--- src/verilog/vcs_defs.svh ---
`ifndef VCS_DEFS_SVH
`define VCS_DEFS_SVH

// APB byte offsets
`define VCS_APB_ADC       8'h00
`define VCS_APB_DAC       8'h04
`define VCS_APB_STATUS    8'h08
`define VCS_APB_CREG_BASE 8'h20

// Serial frame layout
`define VCS_FRAME_BITS    9'h100
`define VCS_SEC_START     8'h80
`define VCS_SEC_DATA      8'h88
`define VCS_SEC_LAST      8'h8F
`define VCS_PRI_LAST      8'h0F
`define VCS_MODE1_PRI     8'hFF
`define VCS_MODE1_SEC     8'h7F

// Codec register numbers and fields
`define VCS_REG_N1        3'h3
`define VCS_REG_M1        3'h4
`define VCS_REG_RXG1      3'h5
`define VCS_REG_ADCVOL    3'h6
`define VCS_REG_DACVOL    3'h7
`define VCS_RST_ADCVOL    8'h5C
`define VCS_RST_DACVOL    8'hB8
`define VCS_ADCVOL_GAIN   6:2
`define VCS_DACVOL_GAIN   7:3
`define VCS_BIT_LINE_MUTE 1
`define VCS_BIT_LEFT_MUTE 2
`define VCS_BIT_RIGHT_MUTE 1
`define VCS_LINE_IN_GAIN  7:6
`define VCS_MIC_GAIN      4:3

// Bit clock: half periods per master clock are (M1+1)/(10*(N1+1)), capped at 1, and 1 in bypass
`define VCS_HALF_DIV      4'hA
// Zero crossing timeout in frames
`define VCS_ZC_FRAMES     9'h100

`endif

--- src/verilog/vcs_pkg.sv ---
package vcs_pkg;

   typedef enum logic [1:0] {VCS_MODE_FRAMED, VCS_MODE_PULSE, VCS_MODE_SLAVE, VCS_MODE_RSVD} vcs_mode_e;
   typedef logic [7:0] vcs_byte_t;

   // Digital gain, code 0 is -34.5 dB, code 23 is 0 dB, code 31 is +12 dB
   function automatic logic [15:0] vcs_gain(input logic [15:0] x, input logic [4:0] code);
      logic [5:0]         e;
      logic [9:0]         mant;
      logic signed [25:0] p;
      logic signed [25:0] s;
      e    = {1'b0, code} + 6'h01;
      case (e[1:0])
         2'h0:    mant = 10'h100;
         2'h1:    mant = 10'h130;
         2'h2:    mant = 10'h16A;
         default: mant = 10'h1AF;
      endcase
      p = 26'($signed(x)) * 26'($signed(mant));
      s = p >>> (5'h0E - {1'b0, e[5:2]});
      if (s > 26'sh0007FFF)       return 16'h7FFF;
      else if (s < -26'sh0008000) return 16'h8000;
      else                        return s[15:0];
   endfunction

endpackage

--- src/verilog/vcs_serial_port.sv ---
// Our own choices: register access over APB and the register offsets.
`timescale 1ns/1ps
`include "vcs_defs.svh"

module vcs_serial_port
   import vcs_pkg::*;
(
   input  wire logic        mclk_i,             // 200 MHz system clock
   input  wire logic        rst_i,              // Async reset, active high
   input  wire logic        codec_reset_n_i,    // Codec reset pin
   input  wire logic        master_clock_in_i,  // Master clock pin
   input  wire logic        bit_clock_i,        // Bit clock pin level
   output logic             bit_clock_o,        // Bit clock drive
   output logic             bit_clock_oe_n_o,   // Bit clock enable, low drives
   input  wire logic        frame_sync_i,       // Frame sync pin level
   output logic             frame_sync_o,       // Frame sync drive, active low
   output logic             frame_sync_oe_n_o,  // Frame sync enable, low drives
   input  wire logic        serial_in_i,        // Serial data from DSP
   input  wire logic        serial_out_i,       // Serial out pin level
   output logic             serial_out_o,       // Serial data to DSP
   output logic             serial_out_oe_n_o,  // Serial out enable, low drives
   output logic [15:0]      line_output_o,      // Line output sample
   output logic [15:0]      left_speaker_out_o, // Left speaker sample
   output logic [15:0]      right_speaker_out_o,// Right speaker sample
   output logic [1:0]       mic_gain_o,         // Microphone preamp gain code
   output logic [1:0]       line_in_gain_o,     // Line input gain code
   output logic             pll_bypass_o,       // Both dividers zero
   input  wire logic        psel,               // APB select
   input  wire logic        penable,            // APB enable
   input  wire logic        pwrite,             // APB direction
   input  wire logic [7:0]  paddr,              // APB byte address
   input  wire logic [31:0] pwdata,             // APB write data
   output logic [31:0]      prdata,             // APB read data
   output logic             pready,             // APB ready
   output logic             pslverr             // APB error
);

   // Pin synchronisers: 0 mclk, 1 frame_sync, 2 sdata, 3 sdo strap, 4 sclk strap, 5 reset
   logic [5:0] sy1_q;
   logic [5:0] sy2_q;
   logic       mc3_q;
   always_ff @(posedge mclk_i or posedge rst_i) begin
      if (rst_i) begin
         sy1_q <= 6'h00;
         sy2_q <= 6'h00;
         mc3_q <= 1'b0;
      end else begin
         sy1_q <= {codec_reset_n_i, bit_clock_i, serial_out_i, serial_in_i, frame_sync_i, master_clock_in_i};
         sy2_q <= sy1_q;
         mc3_q <= sy2_q[0];
      end
   end

   logic mc_rise;
   logic mc_fall;
   assign mc_rise = sy2_q[0] & ~mc3_q;
   assign mc_fall = ~sy2_q[0] & mc3_q;

   // Mode straps, pins are released while codec reset is low
   vcs_mode_e mode_q;
   logic      strap_ok_q;
   logic      strap_arm_q;
   always_ff @(posedge mclk_i or posedge rst_i) begin
      if (rst_i) begin
         mode_q      <= VCS_MODE_FRAMED;
         strap_ok_q  <= 1'b0;
         strap_arm_q <= 1'b1;
      end else if (!sy2_q[5]) begin
         if (strap_arm_q && mc_rise) begin
            mode_q      <= vcs_mode_e'(sy2_q[4:3]);
            strap_ok_q  <= 1'b1;
            strap_arm_q <= 1'b0;
         end
      end else begin
         strap_arm_q <= 1'b1;
      end
   end

   logic running;
   logic slave;
   assign running = sy2_q[5] & strap_ok_q & (mode_q != VCS_MODE_RSVD);
   assign slave   = (mode_q == VCS_MODE_SLAVE);

   // Codec registers 1..7, register 0 reads as zero
   vcs_byte_t creg_q [8];
   logic      creg_we;
   logic [2:0] creg_wa;
   vcs_byte_t creg_wd;

   // Bit clock generator, fractional divider on master clock rises
   logic [11:0] acc_q;
   logic        bclk_q;
   logic        g_rise_q;
   logic        g_fall_q;
   logic [11:0] thr;
   logic        bypass;
   assign bypass = (creg_q[`VCS_REG_N1] == 8'h00) && (creg_q[`VCS_REG_M1] == 8'h00);
   assign thr    = 12'(`VCS_HALF_DIV * ({4'h0, creg_q[`VCS_REG_N1]} + 12'h001));
   always_ff @(posedge mclk_i or posedge rst_i) begin
      if (rst_i) begin
         acc_q    <= 12'h000;
         bclk_q   <= 1'b0;
         g_rise_q <= 1'b0;
         g_fall_q <= 1'b0;
      end else begin
         g_rise_q <= 1'b0;
         g_fall_q <= 1'b0;
         if (!running || slave) begin
            acc_q  <= 12'h000;
            bclk_q <= 1'b0;
         end else if (mc_rise) begin
            // Bypass halves the master clock; at most one toggle per master edge
            if (bypass || (acc_q + {3'h0, creg_q[`VCS_REG_M1]} + 12'h001 >= thr)) begin
               acc_q    <= bypass ? 12'h000 : 12'(acc_q + {3'h0, creg_q[`VCS_REG_M1]} + 12'h001 - thr);
               bclk_q   <= ~bclk_q;
               g_rise_q <= ~bclk_q;
               g_fall_q <= bclk_q;
            end else begin
               acc_q <= 12'(acc_q + {3'h0, creg_q[`VCS_REG_M1]} + 12'h001);
            end
         end
      end
   end

   // Slave bit timing is the master clock itself
   logic ev_rise;
   logic ev_fall;
   assign ev_rise = running & (slave ? mc_rise : g_rise_q);
   assign ev_fall = running & (slave ? mc_fall : g_fall_q);

   // Bit position within the 256-bit frame
   logic [7:0] bit_q;
   logic       framed_q;
   logic       fs_prev_q;
   logic       start_pend_q;
   logic [7:0] nb;
   assign nb = (slave && start_pend_q) ? 8'h00 : 8'(bit_q + 8'h01);
   always_ff @(posedge mclk_i or posedge rst_i) begin
      if (rst_i) begin
         bit_q        <= 8'hFF;
         framed_q     <= 1'b0;
         fs_prev_q    <= 1'b1;
         start_pend_q <= 1'b0;
      end else if (!running) begin
         bit_q        <= 8'hFF;
         framed_q     <= 1'b0;
         fs_prev_q    <= 1'b1;
         start_pend_q <= 1'b0;
      end else begin
         if (slave && ev_fall) begin
            fs_prev_q <= sy2_q[1];
            if (!sy2_q[1] && fs_prev_q) start_pend_q <= 1'b1;
         end
         if (ev_rise) begin
            bit_q <= nb;
            if (!slave || start_pend_q) framed_q <= 1'b1;
            start_pend_q <= 1'b0;
         end
      end
   end

   // Slot decode, secondary sits in the middle of the frame
   function automatic logic in_slot(input logic [7:0] b, input logic sec, input logic fr);
      return fr && ((b <= `VCS_PRI_LAST) || (sec && b >= `VCS_SEC_START && b <= `VCS_SEC_LAST));
   endfunction

   // Receive shifter and secondary frame decode
   logic [15:0] rx_q;
   logic [15:0] rx_next;
   logic        sec_q;
   logic        rw_q;
   logic [4:0]  addr_q;
   logic [15:0] dac_raw_q;
   assign rx_next = {rx_q[14:0], sy2_q[2]};
   always_ff @(posedge mclk_i or posedge rst_i) begin
      if (rst_i) begin
         rx_q      <= 16'h0000;
         sec_q     <= 1'b0;
         rw_q      <= 1'b0;
         addr_q    <= 5'h00;
         dac_raw_q <= 16'h0000;
      end else if (!running) begin
         sec_q <= 1'b0;
      end else if (ev_fall && in_slot(bit_q, sec_q, framed_q)) begin
         rx_q <= rx_next;
         if (bit_q == `VCS_PRI_LAST) begin
            dac_raw_q <= {rx_next[15:1], 1'b0};
            sec_q     <= rx_next[0];
         end
         if (bit_q == 8'(`VCS_SEC_DATA - 8'h01)) begin
            rw_q   <= rx_next[7];
            addr_q <= rx_next[4:0];
         end
         if (bit_q == `VCS_SEC_LAST) sec_q <= 1'b0;
      end
   end

   // One write per secondary frame, into the implemented register range
   assign creg_we = ev_fall && framed_q && sec_q && (bit_q == `VCS_SEC_LAST) && !rw_q
                    && (addr_q[4:3] == 2'h0) && (addr_q[2:0] != 3'h0);
   assign creg_wa = addr_q[2:0];
   assign creg_wd = rx_next[7:0];

   always_ff @(posedge mclk_i or posedge rst_i) begin
      if (rst_i) begin
         for (int i = 0; i < 8; i++) creg_q[i] <= 8'h00;
         creg_q[`VCS_REG_ADCVOL] <= `VCS_RST_ADCVOL;
         creg_q[`VCS_REG_DACVOL] <= `VCS_RST_DACVOL;
      end else if (creg_we) begin
         creg_q[creg_wa] <= creg_wd;
      end
   end

   logic [7:0] rd_byte;
   assign rd_byte = (addr_q[4:3] == 2'h0) ? creg_q[addr_q[2:0]] : 8'h00;

   // Gain stages: 0 is input (ADC) path, 1 is output (DAC) path
   logic [15:0] adc_raw_q;
   logic [15:0] adc_gain_q;
   logic [15:0] dac_gain_q;
   logic [4:0]  act_q [2];
   logic [8:0]  zc_cnt_q [2];
   logic [15:0] last_q [2];
   logic [4:0]  want [2];
   logic [15:0] smp [2];
   logic        frame_tick;
   assign frame_tick = ev_rise && framed_q && (nb == 8'h00);
   assign want[0] = creg_q[`VCS_REG_ADCVOL][`VCS_ADCVOL_GAIN];
   assign want[1] = creg_q[`VCS_REG_DACVOL][`VCS_DACVOL_GAIN];
   assign smp[0]  = adc_raw_q;
   assign smp[1]  = dac_raw_q;

   // Gain changes wait for a sign change, a zero sample or a 256-frame timeout so the step is inaudible
   always_ff @(posedge mclk_i or posedge rst_i) begin
      if (rst_i) begin
         for (int i = 0; i < 2; i++) begin
            act_q[i]    <= 5'h17;
            zc_cnt_q[i] <= 9'h000;
            last_q[i]   <= 16'h0000;
         end
      end else if (frame_tick) begin
         for (int i = 0; i < 2; i++) begin
            last_q[i] <= smp[i];
            if (want[i] == act_q[i]) begin
               zc_cnt_q[i] <= 9'h000;
            end else if ((smp[i][15] != last_q[i][15]) || (smp[i] == 16'h0000)
                         || (zc_cnt_q[i] == 9'(`VCS_ZC_FRAMES - 9'h001))) begin
               act_q[i]    <= want[i];
               zc_cnt_q[i] <= 9'h000;
            end else begin
               zc_cnt_q[i] <= 9'(zc_cnt_q[i] + 9'h001);
            end
         end
      end
   end

   // Converter side samples, refreshed once per frame
   always_ff @(posedge mclk_i or posedge rst_i) begin
      if (rst_i) begin
         adc_gain_q          <= 16'h0000;
         dac_gain_q          <= 16'h0000;
         line_output_o       <= 16'h0000;
         left_speaker_out_o  <= 16'h0000;
         right_speaker_out_o <= 16'h0000;
      end else if (frame_tick) begin
         adc_gain_q          <= vcs_gain(adc_raw_q, act_q[0]);
         dac_gain_q          <= vcs_gain(dac_raw_q, act_q[1]);
         line_output_o       <= creg_q[`VCS_REG_ADCVOL][`VCS_BIT_LINE_MUTE] ? 16'h0000
                                : vcs_gain(dac_raw_q, act_q[1]);
         left_speaker_out_o  <= creg_q[`VCS_REG_DACVOL][`VCS_BIT_LEFT_MUTE] ? 16'h0000
                                : vcs_gain(dac_raw_q, act_q[1]);
         right_speaker_out_o <= creg_q[`VCS_REG_DACVOL][`VCS_BIT_RIGHT_MUTE] ? 16'h0000
                                : vcs_gain(dac_raw_q, act_q[1]);
      end
   end

   // Analog control levels
   always_ff @(posedge mclk_i or posedge rst_i) begin
      if (rst_i) begin
         mic_gain_o     <= 2'h0;
         line_in_gain_o <= 2'h0;
         pll_bypass_o   <= 1'b1;
      end else begin
         mic_gain_o     <= creg_q[`VCS_REG_RXG1][`VCS_MIC_GAIN];
         line_in_gain_o <= creg_q[`VCS_REG_RXG1][`VCS_LINE_IN_GAIN];
         pll_bypass_o   <= bypass;
      end
   end

   // Transmit word and pin drive, data and frame sync changes follow a bit clock rise
   logic [15:0] tx_q;
   logic [15:0] tx_w;
   logic [15:0] prim;
   assign prim = slave ? {adc_gain_q[15:1], 1'b0} : adc_gain_q;
   always_comb begin
      tx_w = tx_q;
      if (nb == 8'h00) tx_w = prim;
      else if (nb == `VCS_SEC_START) tx_w = 16'h0000;
      else if (nb == `VCS_SEC_DATA && rw_q) tx_w = {tx_q[15:8], rd_byte};
   end

   always_ff @(posedge mclk_i or posedge rst_i) begin
      if (rst_i) begin
         tx_q              <= 16'h0000;
         serial_out_o      <= 1'b0;
         serial_out_oe_n_o <= 1'b1;
         frame_sync_o      <= 1'b1;
         frame_sync_oe_n_o <= 1'b1;
         bit_clock_o       <= 1'b0;
         bit_clock_oe_n_o  <= 1'b1;
      end else begin
         bit_clock_o       <= bclk_q;
         bit_clock_oe_n_o  <= !(running && !slave);
         frame_sync_oe_n_o <= !(running && !slave);
         if (!running) begin
            serial_out_oe_n_o <= 1'b1;
            frame_sync_o      <= 1'b1;
         end else if (ev_rise) begin
            tx_q              <= tx_w;
            serial_out_o      <= tx_w[~nb[3:0]];
            serial_out_oe_n_o <= !in_slot(nb, sec_q, framed_q || !slave || start_pend_q);
            if (mode_q == VCS_MODE_FRAMED)
               frame_sync_o <= !in_slot(nb, sec_q, 1'b1);
            else
               frame_sync_o <= !((nb == `VCS_MODE1_PRI) || (sec_q && nb == `VCS_MODE1_SEC));
         end
      end
   end

   // APB slave: decode in setup, answer registered in access phase
   logic [15:0] adc_raw_w;
   always_ff @(posedge mclk_i or posedge rst_i) begin
      if (rst_i) begin
         prdata    <= 32'h00000000;
         pready    <= 1'b0;
         pslverr   <= 1'b0;
         adc_raw_q <= 16'h0000;
      end else begin
         pready <= psel && !penable;
         if (psel && !penable) begin
            prdata  <= 32'h00000000;
            pslverr <= 1'b0;
            if (paddr[7:5] == 3'h1 && paddr[1:0] == 2'h0) begin
               prdata  <= {24'h000000, creg_q[paddr[4:2]] & {8{paddr[4:2] != 3'h0}}};
               pslverr <= pwrite;
            end else if (paddr == `VCS_APB_ADC) begin
               prdata <= {16'h0000, adc_raw_q};
            end else if (paddr == `VCS_APB_DAC) begin
               prdata  <= {16'h0000, dac_gain_q};
               pslverr <= pwrite;
            end else if (paddr == `VCS_APB_STATUS) begin
               prdata  <= {16'h0000, bit_q, 3'h0, sec_q, framed_q, strap_ok_q, mode_q};
               pslverr <= pwrite;
            end else begin
               pslverr <= 1'b1;
            end
         end
         if (psel && penable && pready && pwrite && paddr == `VCS_APB_ADC)
            adc_raw_q <= pwdata[15:0];
      end
   end

   // Checks
   chk_strap_mode: assert property (@(posedge mclk_i) disable iff (rst_i)
      (!sy2_q[5] && strap_arm_q && mc_rise) |=> (strap_ok_q && mode_q == vcs_mode_e'($past(sy2_q[4:3]))))
      else $error("strap mode not captured");
   chk_slave_lsb_zero: assert property (@(posedge mclk_i) disable iff (rst_i)
      (slave && bit_q == `VCS_PRI_LAST && !serial_out_oe_n_o) |-> !serial_out_o)
      else $error("slave primary LSB not zero");
   chk_primary_every: assert property (@(posedge mclk_i) disable iff (rst_i)
      (running && framed_q && ev_rise && bit_q == 8'hFF && !slave) |=> !serial_out_oe_n_o)
      else $error("primary frame missing");
   chk_idle_slot_quiet: assert property (@(posedge mclk_i) disable iff (rst_i)
      (bit_q > `VCS_PRI_LAST && bit_q < `VCS_SEC_START) |-> serial_out_oe_n_o)
      else $error("serial_out driven outside slots");
   chk_sec_midway: assert property (@(posedge mclk_i) disable iff (rst_i)
      (!serial_out_oe_n_o && bit_q > `VCS_PRI_LAST) |-> (bit_q >= `VCS_SEC_START && bit_q <= `VCS_SEC_LAST))
      else $error("secondary frame misplaced");
   chk_bclk_drive: assert property (@(posedge mclk_i) disable iff (rst_i)
      (running && !slave) |=> !bit_clock_oe_n_o)
      else $error("bit clock not driven in master mode");
   chk_reg_write: assert property (@(posedge mclk_i) disable iff (rst_i)
      creg_we |=> creg_q[$past(creg_wa)] == $past(creg_wd))
      else $error("register write lost");
   chk_gain_timeout: assert property (@(posedge mclk_i) disable iff (rst_i)
      (frame_tick && want[0] != act_q[0] && zc_cnt_q[0] == 9'h0FF) |=> act_q[0] == $past(want[0]))
      else $error("gain not applied after timeout");
   chk_line_mute: assert property (@(posedge mclk_i) disable iff (rst_i)
      (frame_tick && creg_q[`VCS_REG_ADCVOL][`VCS_BIT_LINE_MUTE]) |=> line_output_o == 16'h0000)
      else $error("line output not muted");

endmodule // vcs_serial_port

--- config.mk ---
export PLATFORM = sky130hd
export DESIGN_NAME = vcs_serial_port
export DESIGN_NICKNAME = d
export VERILOG_FILES = /design/src/verilog/vcs_pkg.sv /design/src/verilog/vcs_serial_port.sv
export VERILOG_INCLUDE_DIRS = /design/src /design/src/verilog
export SDC_FILE = /design/constraint.sdc
export NUM_CORES = 2
export LEC_CHECK = 0
export ABC_AREA = 1
export BUFFER_PORTS_ARGS = -buffer_cell sky130_fd_sc_hd__buf_2
export CORE_ASPECT_RATIO = 0.8
export CORE_UTILIZATION = 53
export DETAILED_ROUTE_END_ITERATION = 7
export MAX_ROUTING_LAYER = met4
export PLACE_DENSITY_LB_ADDON = 0.3
export SYNTH_ARGS = -nofsm -noshare
export SYNTH_HDL_FRONTEND = slang
export SYNTH_SLANG_ARGS = --single-unit
--- constraint.sdc ---
create_clock -name mclk_i -period 13.85 [get_ports mclk_i]
set_input_delay 1.385 -clock mclk_i [delete_from_list [all_inputs] [get_ports mclk_i]]
set_output_delay 1.385 -clock mclk_i [all_outputs]
set_load 0.01 [all_outputs]
# ---- Yosys cells after proc, flatten, opt, wreduce, memory -nomap -nowiden
# Cells that the tools add are included.
dict set report word_totals {
  register_bits 359
  inputBits 51
  out_inout_bits 93
  wordCells 282
}
dict set report op_classes {
  addsub 11
  n_mul 3
  magnitude_cmp 15
  eq_ne 29
  shift 2
  muxes 77
  bitwise 16
  n_reduce_logical 78
}
# op n
set ops {}
lappend ops {{16-bit 2-to-1 mux} 13}
lappend ops {{8-bit 2-to-1 mux} 10}
lappend ops {{64-bit bitwise mux} 1}
lappend ops {{26-bit by 16-bit greater-than comparator with 1-bit output, second input constant} 2}
lappend ops {{26-bit by 16-bit less-than comparator with 1-bit output, second input constant} 2}
lappend ops {{26-bit by 5-bit >>> shifter with 26-bit output} 2}
lappend ops {{8-bit binary-select mux with 3-bit select} 2}
lappend ops {{12-bit 2-to-1 mux} 4}
lappend ops {{8-bit one-hot mux with 3 select lines} 2}
lappend ops {{8-bit == test, second input constant} 5}
lappend ops {{1-bit 2-to-1 mux} 37}
lappend ops {{9-bit 2-to-1 mux} 4}
lappend ops {{16-bit zero test} 2}
lappend ops {{8-bit zero test} 4}
lappend ops {{1-bit logical AND} 30}
lappend ops {{16-bit by 10-bit multiplier with 26-bit output} 1}
lappend ops {{15-bit by 10-bit multiplier with 25-bit output} 1}
lappend ops {{8-bit demux with 3-bit select} 1}
lappend ops {{10-bit 2-to-1 mux} 2}
lappend ops {{9-bit by 1-bit adder with 9-bit output, second input constant} 2}
lappend ops {{9-bit by 8-bit == test with 1-bit output, second input constant} 2}
lappend ops {{8-bit by 4-bit == test with 1-bit output, second input constant} 2}
lappend ops {{8-bit >= comparator, second input constant} 2}
lappend ops {{8-bit by 4-bit less-or-equal comparator with 1-bit output, second input constant} 2}
lappend ops {{36 further kinds} 96}

# ---- Depth between registers and ports, before layout
dict set report logic_depth {
  depth_word 13
  depth_mapped 43
  depth_no_buf 40
}

# ---- Least setup slack after synthesis
# OpenSTA, ideal clock, no wires.
dict set report synth_timing {
  path_type {flip-flop to flip-flop}
  startpoint {register act_q[0] in the netlist's numbering}
  endpoint {register dac_gain_q[8]}
  setup_ps 128
  t_arrival_ps 6328
  t_required_ps 13722
  path_slack_ps 7394
  path_stages_with_launch 35
  n_path_buf 3
  synth_period_minus_slack_ps 6456
  cell_sequence {dfstp_2 -> inv_1 -> ha_1 -> buf_2 -> clkbuf_1 -> nand2_1 -> inv_1 -> nor2_1 -> fa_1 -> fa_1 -> inv_1 -> fa_1 -> inv_1 -> fa_1 -> inv_1 -> ha_1 -> nand2_1 -> nor2_1 -> nand2_1 -> nor2_1 -> nand2_1 -> nand3_1 -> nand2_1 -> nand2_2 -> nand2_1 -> nand3_1 -> nand3_1 -> o21ai_0 -> and2_1 -> nand3_1 -> nand2_2 -> buf_12 -> nand2_4 -> nand2_1 -> o21ai_1}
}
dict set report synth_via {
  elab_chain_len 9
  word_cells_on_any_way 13
  cone_classes {2 x add/sub; 1 x mul; 2 x order compare; 2 x eq/ne; 1 x shift; 4 x mux; 1 x reduce/logical}
}
# element line
set synth_lines {}
lappend synth_lines {{start: declaration} vcs_serial_port.sv:221} ;# logic [4:0] act_q [2];
lappend synth_lines {{start signal: indexed assignment} vcs_serial_port.sv:248} ;# act_q[i] <= want[i];
lappend synth_lines {{5-bit by 1-bit adder with 6-bit output (*)} vcs_pkg.sv:12} ;# e = {1'b0, code} + 6'h01;
lappend synth_lines {{2-bit == test, or another cell as far along} vcs_pkg.sv:13} ;# case (e[1:0])
lappend synth_lines {{8-bit one-hot mux with 3 select lines} vcs_pkg.sv:13}
lappend synth_lines {{10-bit 2-to-1 mux} vcs_serial_port.sv:265} ;# end else if (frame_tick) begin
lappend synth_lines {{15-bit by 10-bit multiplier with 25-bit output} vcs_pkg.sv:19} ;# p = 26'($signed(x)) * 26'($signed(mant));
lappend synth_lines {{26-bit by 5-bit >>> shifter with 26-bit output (*)} vcs_pkg.sv:20} ;# s = p >>> (5'h0E - {1'b0, e[5:2]});
lappend synth_lines {{26-bit by 16-bit less-than comparator with 1-bit output} vcs_pkg.sv:22} ;# else if (s < -26'sh0008000) return 16'h8000;
lappend synth_lines {{16-bit 2-to-1 mux} vcs_pkg.sv:22}
lappend synth_lines {{16-bit 2-to-1 mux (*)} vcs_pkg.sv:21} ;# if (s > 26'sh0007FFF) return 16'h7FFF;
lappend synth_lines {{end signal: assignment} vcs_serial_port.sv:267} ;# dac_gain_q <= vcs_gain(dac_raw_q, act_q[1]);
lappend synth_lines {{end: declaration} vcs_serial_port.sv:220} ;# logic [15:0] dac_gain_q;
# Mark *: on every way between the ends. The rest lies on a longest branch, timed or not. The select of a mux whose other input is x is not followed.
# A chain may end at the register's enable or synchronous reset.

# ---- Worst setup path in the final report
dict set report layout_timing {
  startpoint {register act_q[0] in the netlist's numbering}
  endpoint {register right_speaker_out_o[1]}
}
dict set report layout_via {
  elab_chain_len 10
  word_cells_on_any_way 14
  cone_classes {2 x add/sub; 1 x mul; 2 x order compare; 2 x eq/ne; 1 x shift; 5 x mux; 1 x reduce/logical}
}
# element line
set layout_lines {}
lappend layout_lines {{5-bit by 1-bit adder with 6-bit output (*)} vcs_pkg.sv:12}
lappend layout_lines {{2-bit == test, or another cell as far along} vcs_pkg.sv:13}
lappend layout_lines {{8-bit one-hot mux with 3 select lines} vcs_pkg.sv:13}
lappend layout_lines {{10-bit 2-to-1 mux} vcs_serial_port.sv:265}
lappend layout_lines {{15-bit by 10-bit multiplier with 25-bit output} vcs_pkg.sv:19}
lappend layout_lines {{26-bit by 5-bit >>> shifter with 26-bit output (*)} vcs_pkg.sv:20}
lappend layout_lines {{26-bit by 16-bit less-than comparator with 1-bit output} vcs_pkg.sv:22}
lappend layout_lines {{16-bit 2-to-1 mux} vcs_pkg.sv:22}
lappend layout_lines {{16-bit 2-to-1 mux (*)} vcs_pkg.sv:21}
lappend layout_lines {{16-bit 2-to-1 mux (*)} vcs_serial_port.sv:272} ;# right_speaker_out_o <= creg_q[`VCS_REG_DACVOL][`VCS_BIT_RIGHT_MUTE] ? 16'h0000
lappend layout_lines {{end signal: assignment} vcs_serial_port.sv:272}
lappend layout_lines {{end: declaration} vcs_serial_port.sv:24} ;# output logic [15:0] right_speaker_out_o,
# Marks and branches as above.

==> results.cfg <==
[grt]
antenna_found_initial = 3
grt_pass1_vias = 25600
grt.total_usage_pct = 31.1
grt_max_degree = 170
grt.overflow.total = 0
grt_pass1_wl_um = 136000

[routing]
first_pass_iters = 8
ant_nets = 0
drtIter0Drc = 2443
drcViolationCount = 0
vias = 26700
wirelength_um = 84100
avgViaCountPerCell = 5.44
wl_per_cell_um = 17.1

[final_layout]
area_growth_pct = 7.44
drive_gt1_share_pct = 7.04
stdcell_area_um2 = 32000
final_nets = 4567
final_common_cell = nand2_1
layout.area.seq_um2 = 7900
fillers = 5225
mostFrequentLayoutCells = nand2_1 (1,134), inv_1 (705), nand3_1 (363), o21ai_0 (289), dfrtp_1 (284)
multi_input_area_um2 = 18400

[timing]
fin_crit_sh_pct = 56.7
rsz0062_at_grt = false
fin_crit_ns = 7.86
fin_hold_ws_ns = 0.349
drv_slew = 0
finalHoldViolations = 0
setup_tns_ns = 0
finalSetupViolCount = 0
relSlewSlack_pct = 30.5
worstMarginPinSlew_ns = 1.04
fin_worst_skew_ns = 0.0260
fmax_mhz = 127

[die]
core.rowCount = 77
io_pins = 144
dieWidth_um = 267
die_height_um = 214
die_area_um2 = 57100
start_util_pct = 53.8
core_area_um2 = 55300

[worst_setup_path]
r2r_cells = 35
crit_arrival_ns = 8.30
crit_path_start_kind = register
reg2reg_from = act_q[0]$_DFFE_PP1P_
cpMostUsedCell = nand2_1
cpLargestDelayFamily = simple AND/OR/NAND/NOR gates
slowest_delay_ns = 0.61
slowest_stage = dfstp_2
worstPathMaxFanout = 17
required_ns = 14.29
rrSetupSlack_ns = 5.99
path_class = reg -> reg
crit_buf_inv = 6
endpoint_kind = register
r2r-end = right_speaker_out_o[1]$_DFFE_PP0P_

[power]
power_density_nw_per_um2 = 71.2
p_leak_nw = 17.6
vdd_drop_max_uv = 77.2
power.total_w = 0.00227

[clocking]
clk_pin_slew_worst_paths_ns = 0.06
post_cts_buffers = 0
cts_sinks = 314
postCtsResizedCells = 0
numCtsBuffers = 36
clock_path_buffers = 3
cts_max_level = 2
clk_latency_ns = 0.57
cts_tree = done
cts_hold_buf = 0
clk_root_buffer_cell = clkbuf_16

[synthesis]
yosysSeqAreaShare_pct = 26.5
syn_area_per_cell_um2 = 7.23
synth_edf_count = 0
synthTopCellsByArea = dfrtp_1 (24%), fa_1 (15%), nand2_1 (14%)
synthCells = 4114
synth-main-ff-cell = dfrtp_1
yosysTopAreaCell = dfrtp_1
yosysWarningCount = 0
synth_top_area_share_pct = 23.9
yosysUniqueCellTypes = 60
syn_area_um2 = 29700
synthArstFlopShare_pct = 100
synth-seq-cells = 314

[min_path]
hold_path.startpoint = sy1_q[4]$_DFF_PP0_
worst_hold_path.endpoint = sy2_q[4]$_DFF_PP0_
hold_depth = 0
hp-class = reg -> reg

[placement]
gp_congestion = 1.00
placed_cell_area_um2 = 30700
dpl.hpwl_um = 65900
io_buffers = 111

[outcome]
run_status = finished clean

[run]
cap_viol_max_count = 0
==> stage by stage <==
step | std cells | utilization, % | setup WS (ns)
3_3_place_gp | 4846 | 55.5 | 6.11
6_report | 4914 | 57.8 | 5.99
5_1_grt | 4914 | 57.8 | 5.40
3_5_place_dp | 4846 | 55.5 | 6.05
4_1_cts | 4912 | 57.8 | 6.00
2_1_floorplan | 4129 | - | 3.83
==> cell type report <==
type	instances	area share [%]
sequential	314	24.7
tap	750	2.94
antenna	2	0.0157
clock buffer	49	3.29
timing repair buffer	127	2.15
multi-input combinational	2924	57.7
inverter	731	8.61
clock inverter	17	0.622
==> worst reg2reg max path, delay by kind of cell (launching register included) <==
kind	cells	cell delay, ns
AND/OR/NAND/NOR	23	3.67
adder cells (fa/ha/maj)	6	2.77
buffers and inverters	6	0.70
flip-flops	1	0.61
==> worst max-delay path by stage <==
| stage | startpoint | endpoint | slack (ns) | cells after the start |
|---|---|---|---|---|
| floorplan | rst_i | acc_q[0]$_DFFE_PP0P_ | 3.83 | 1 |
| global placement | act_q[0]$_DFFE_PP1P_ | left_speaker_out_o[1]$_DFFE_PP0P_ | 6.11 | 35 |
| detailed placement | act_q[0]$_DFFE_PP1P_ | left_speaker_out_o[1]$_DFFE_PP0P_ | 6.05 | 35 |
| CTS | act_q[0]$_DFFE_PP1P_ | right_speaker_out_o[1]$_DFFE_PP0P_ | 6.00 | 35 |
| global route | act_q[0]$_DFFE_PP1P_ | line_output_o[1]$_DFFE_PP0P_ | 5.40 | 33 |
| finish | act_q[0]$_DFFE_PP1P_ | right_speaker_out_o[1]$_DFFE_PP0P_ | 5.99 | 35 |
==> flip-flops by register name (all words and copies together) (netlist names), 12 cells and up <==
| name | count |
|---|---|
| adc_gain_q | 16 |
| right_speaker_out_o | 16 |
| left_speaker_out_o | 16 |
| line_output_o | 16 |
| dac_raw_q | 15 |
| zc_cnt_q | 18 |
| creg_q | 64 |
| adc_raw_q | 16 |
| tx_q | 16 |
| prdata | 16 |
| dac_gain_q | 16 |
| rx_q | 15 |
| acc_q | 12 |
==> synth_stat cells (all sizes together) (5+ instances only) <==
cell type,count
nand2,1157
inv,722
nand3,366
o21ai,304
dfrtp,284
nor2,234
fa,223
ha,159
a21oi,150
clkbuf,99
xor2,63
buf,61
o22ai,35
o211ai,34
dfstp,30
nand4,26
nor3,25
a31oi,20
xnor2,20
o21bai,17
nor4,12
nand3b,10
clkinv,9
or2,8
a22oi,6
o31ai,5
o32ai,5
==> logic make-up after synthesis <==
family / after synthesis / share of synthesized area, %
other: 1 / 0.0126
xor gates and xnor gates: 83 / 2.60
DFF: 314 / 26.5
buffers and inverters: 891 / 11.7
adders and majority gates: 382 / 21.7
AOI/OAI and AO/OA: 591 / 11.0
muxes: 8 / 0.286
and+or+nand+nor: 1844 / 26.2
==> power by group <==
part / switching (W) / total (W) / internal (W)
Sequential: 0.0000167 / 0.000956 / 0.000939
Combinational: 0.000220 / 0.000304 / 0.0000840
Clock: 0.000419 / 0.00101 / 0.000596
Total: 0.000656 / 0.00227 / 0.00162
==> per-layer routing <==
metal / up-vias / global-route usage (%) / wire length [um]
met5: - / - / 0
met1: 12600 / 42.9 / 37800
met2: 968 / 44.8 / 35500
met3: 167 / 7.15 / 7670
met4: 0 / 11.1 / 3090
li1: 13000 / - / -
(Power assumes the default switching activity.)
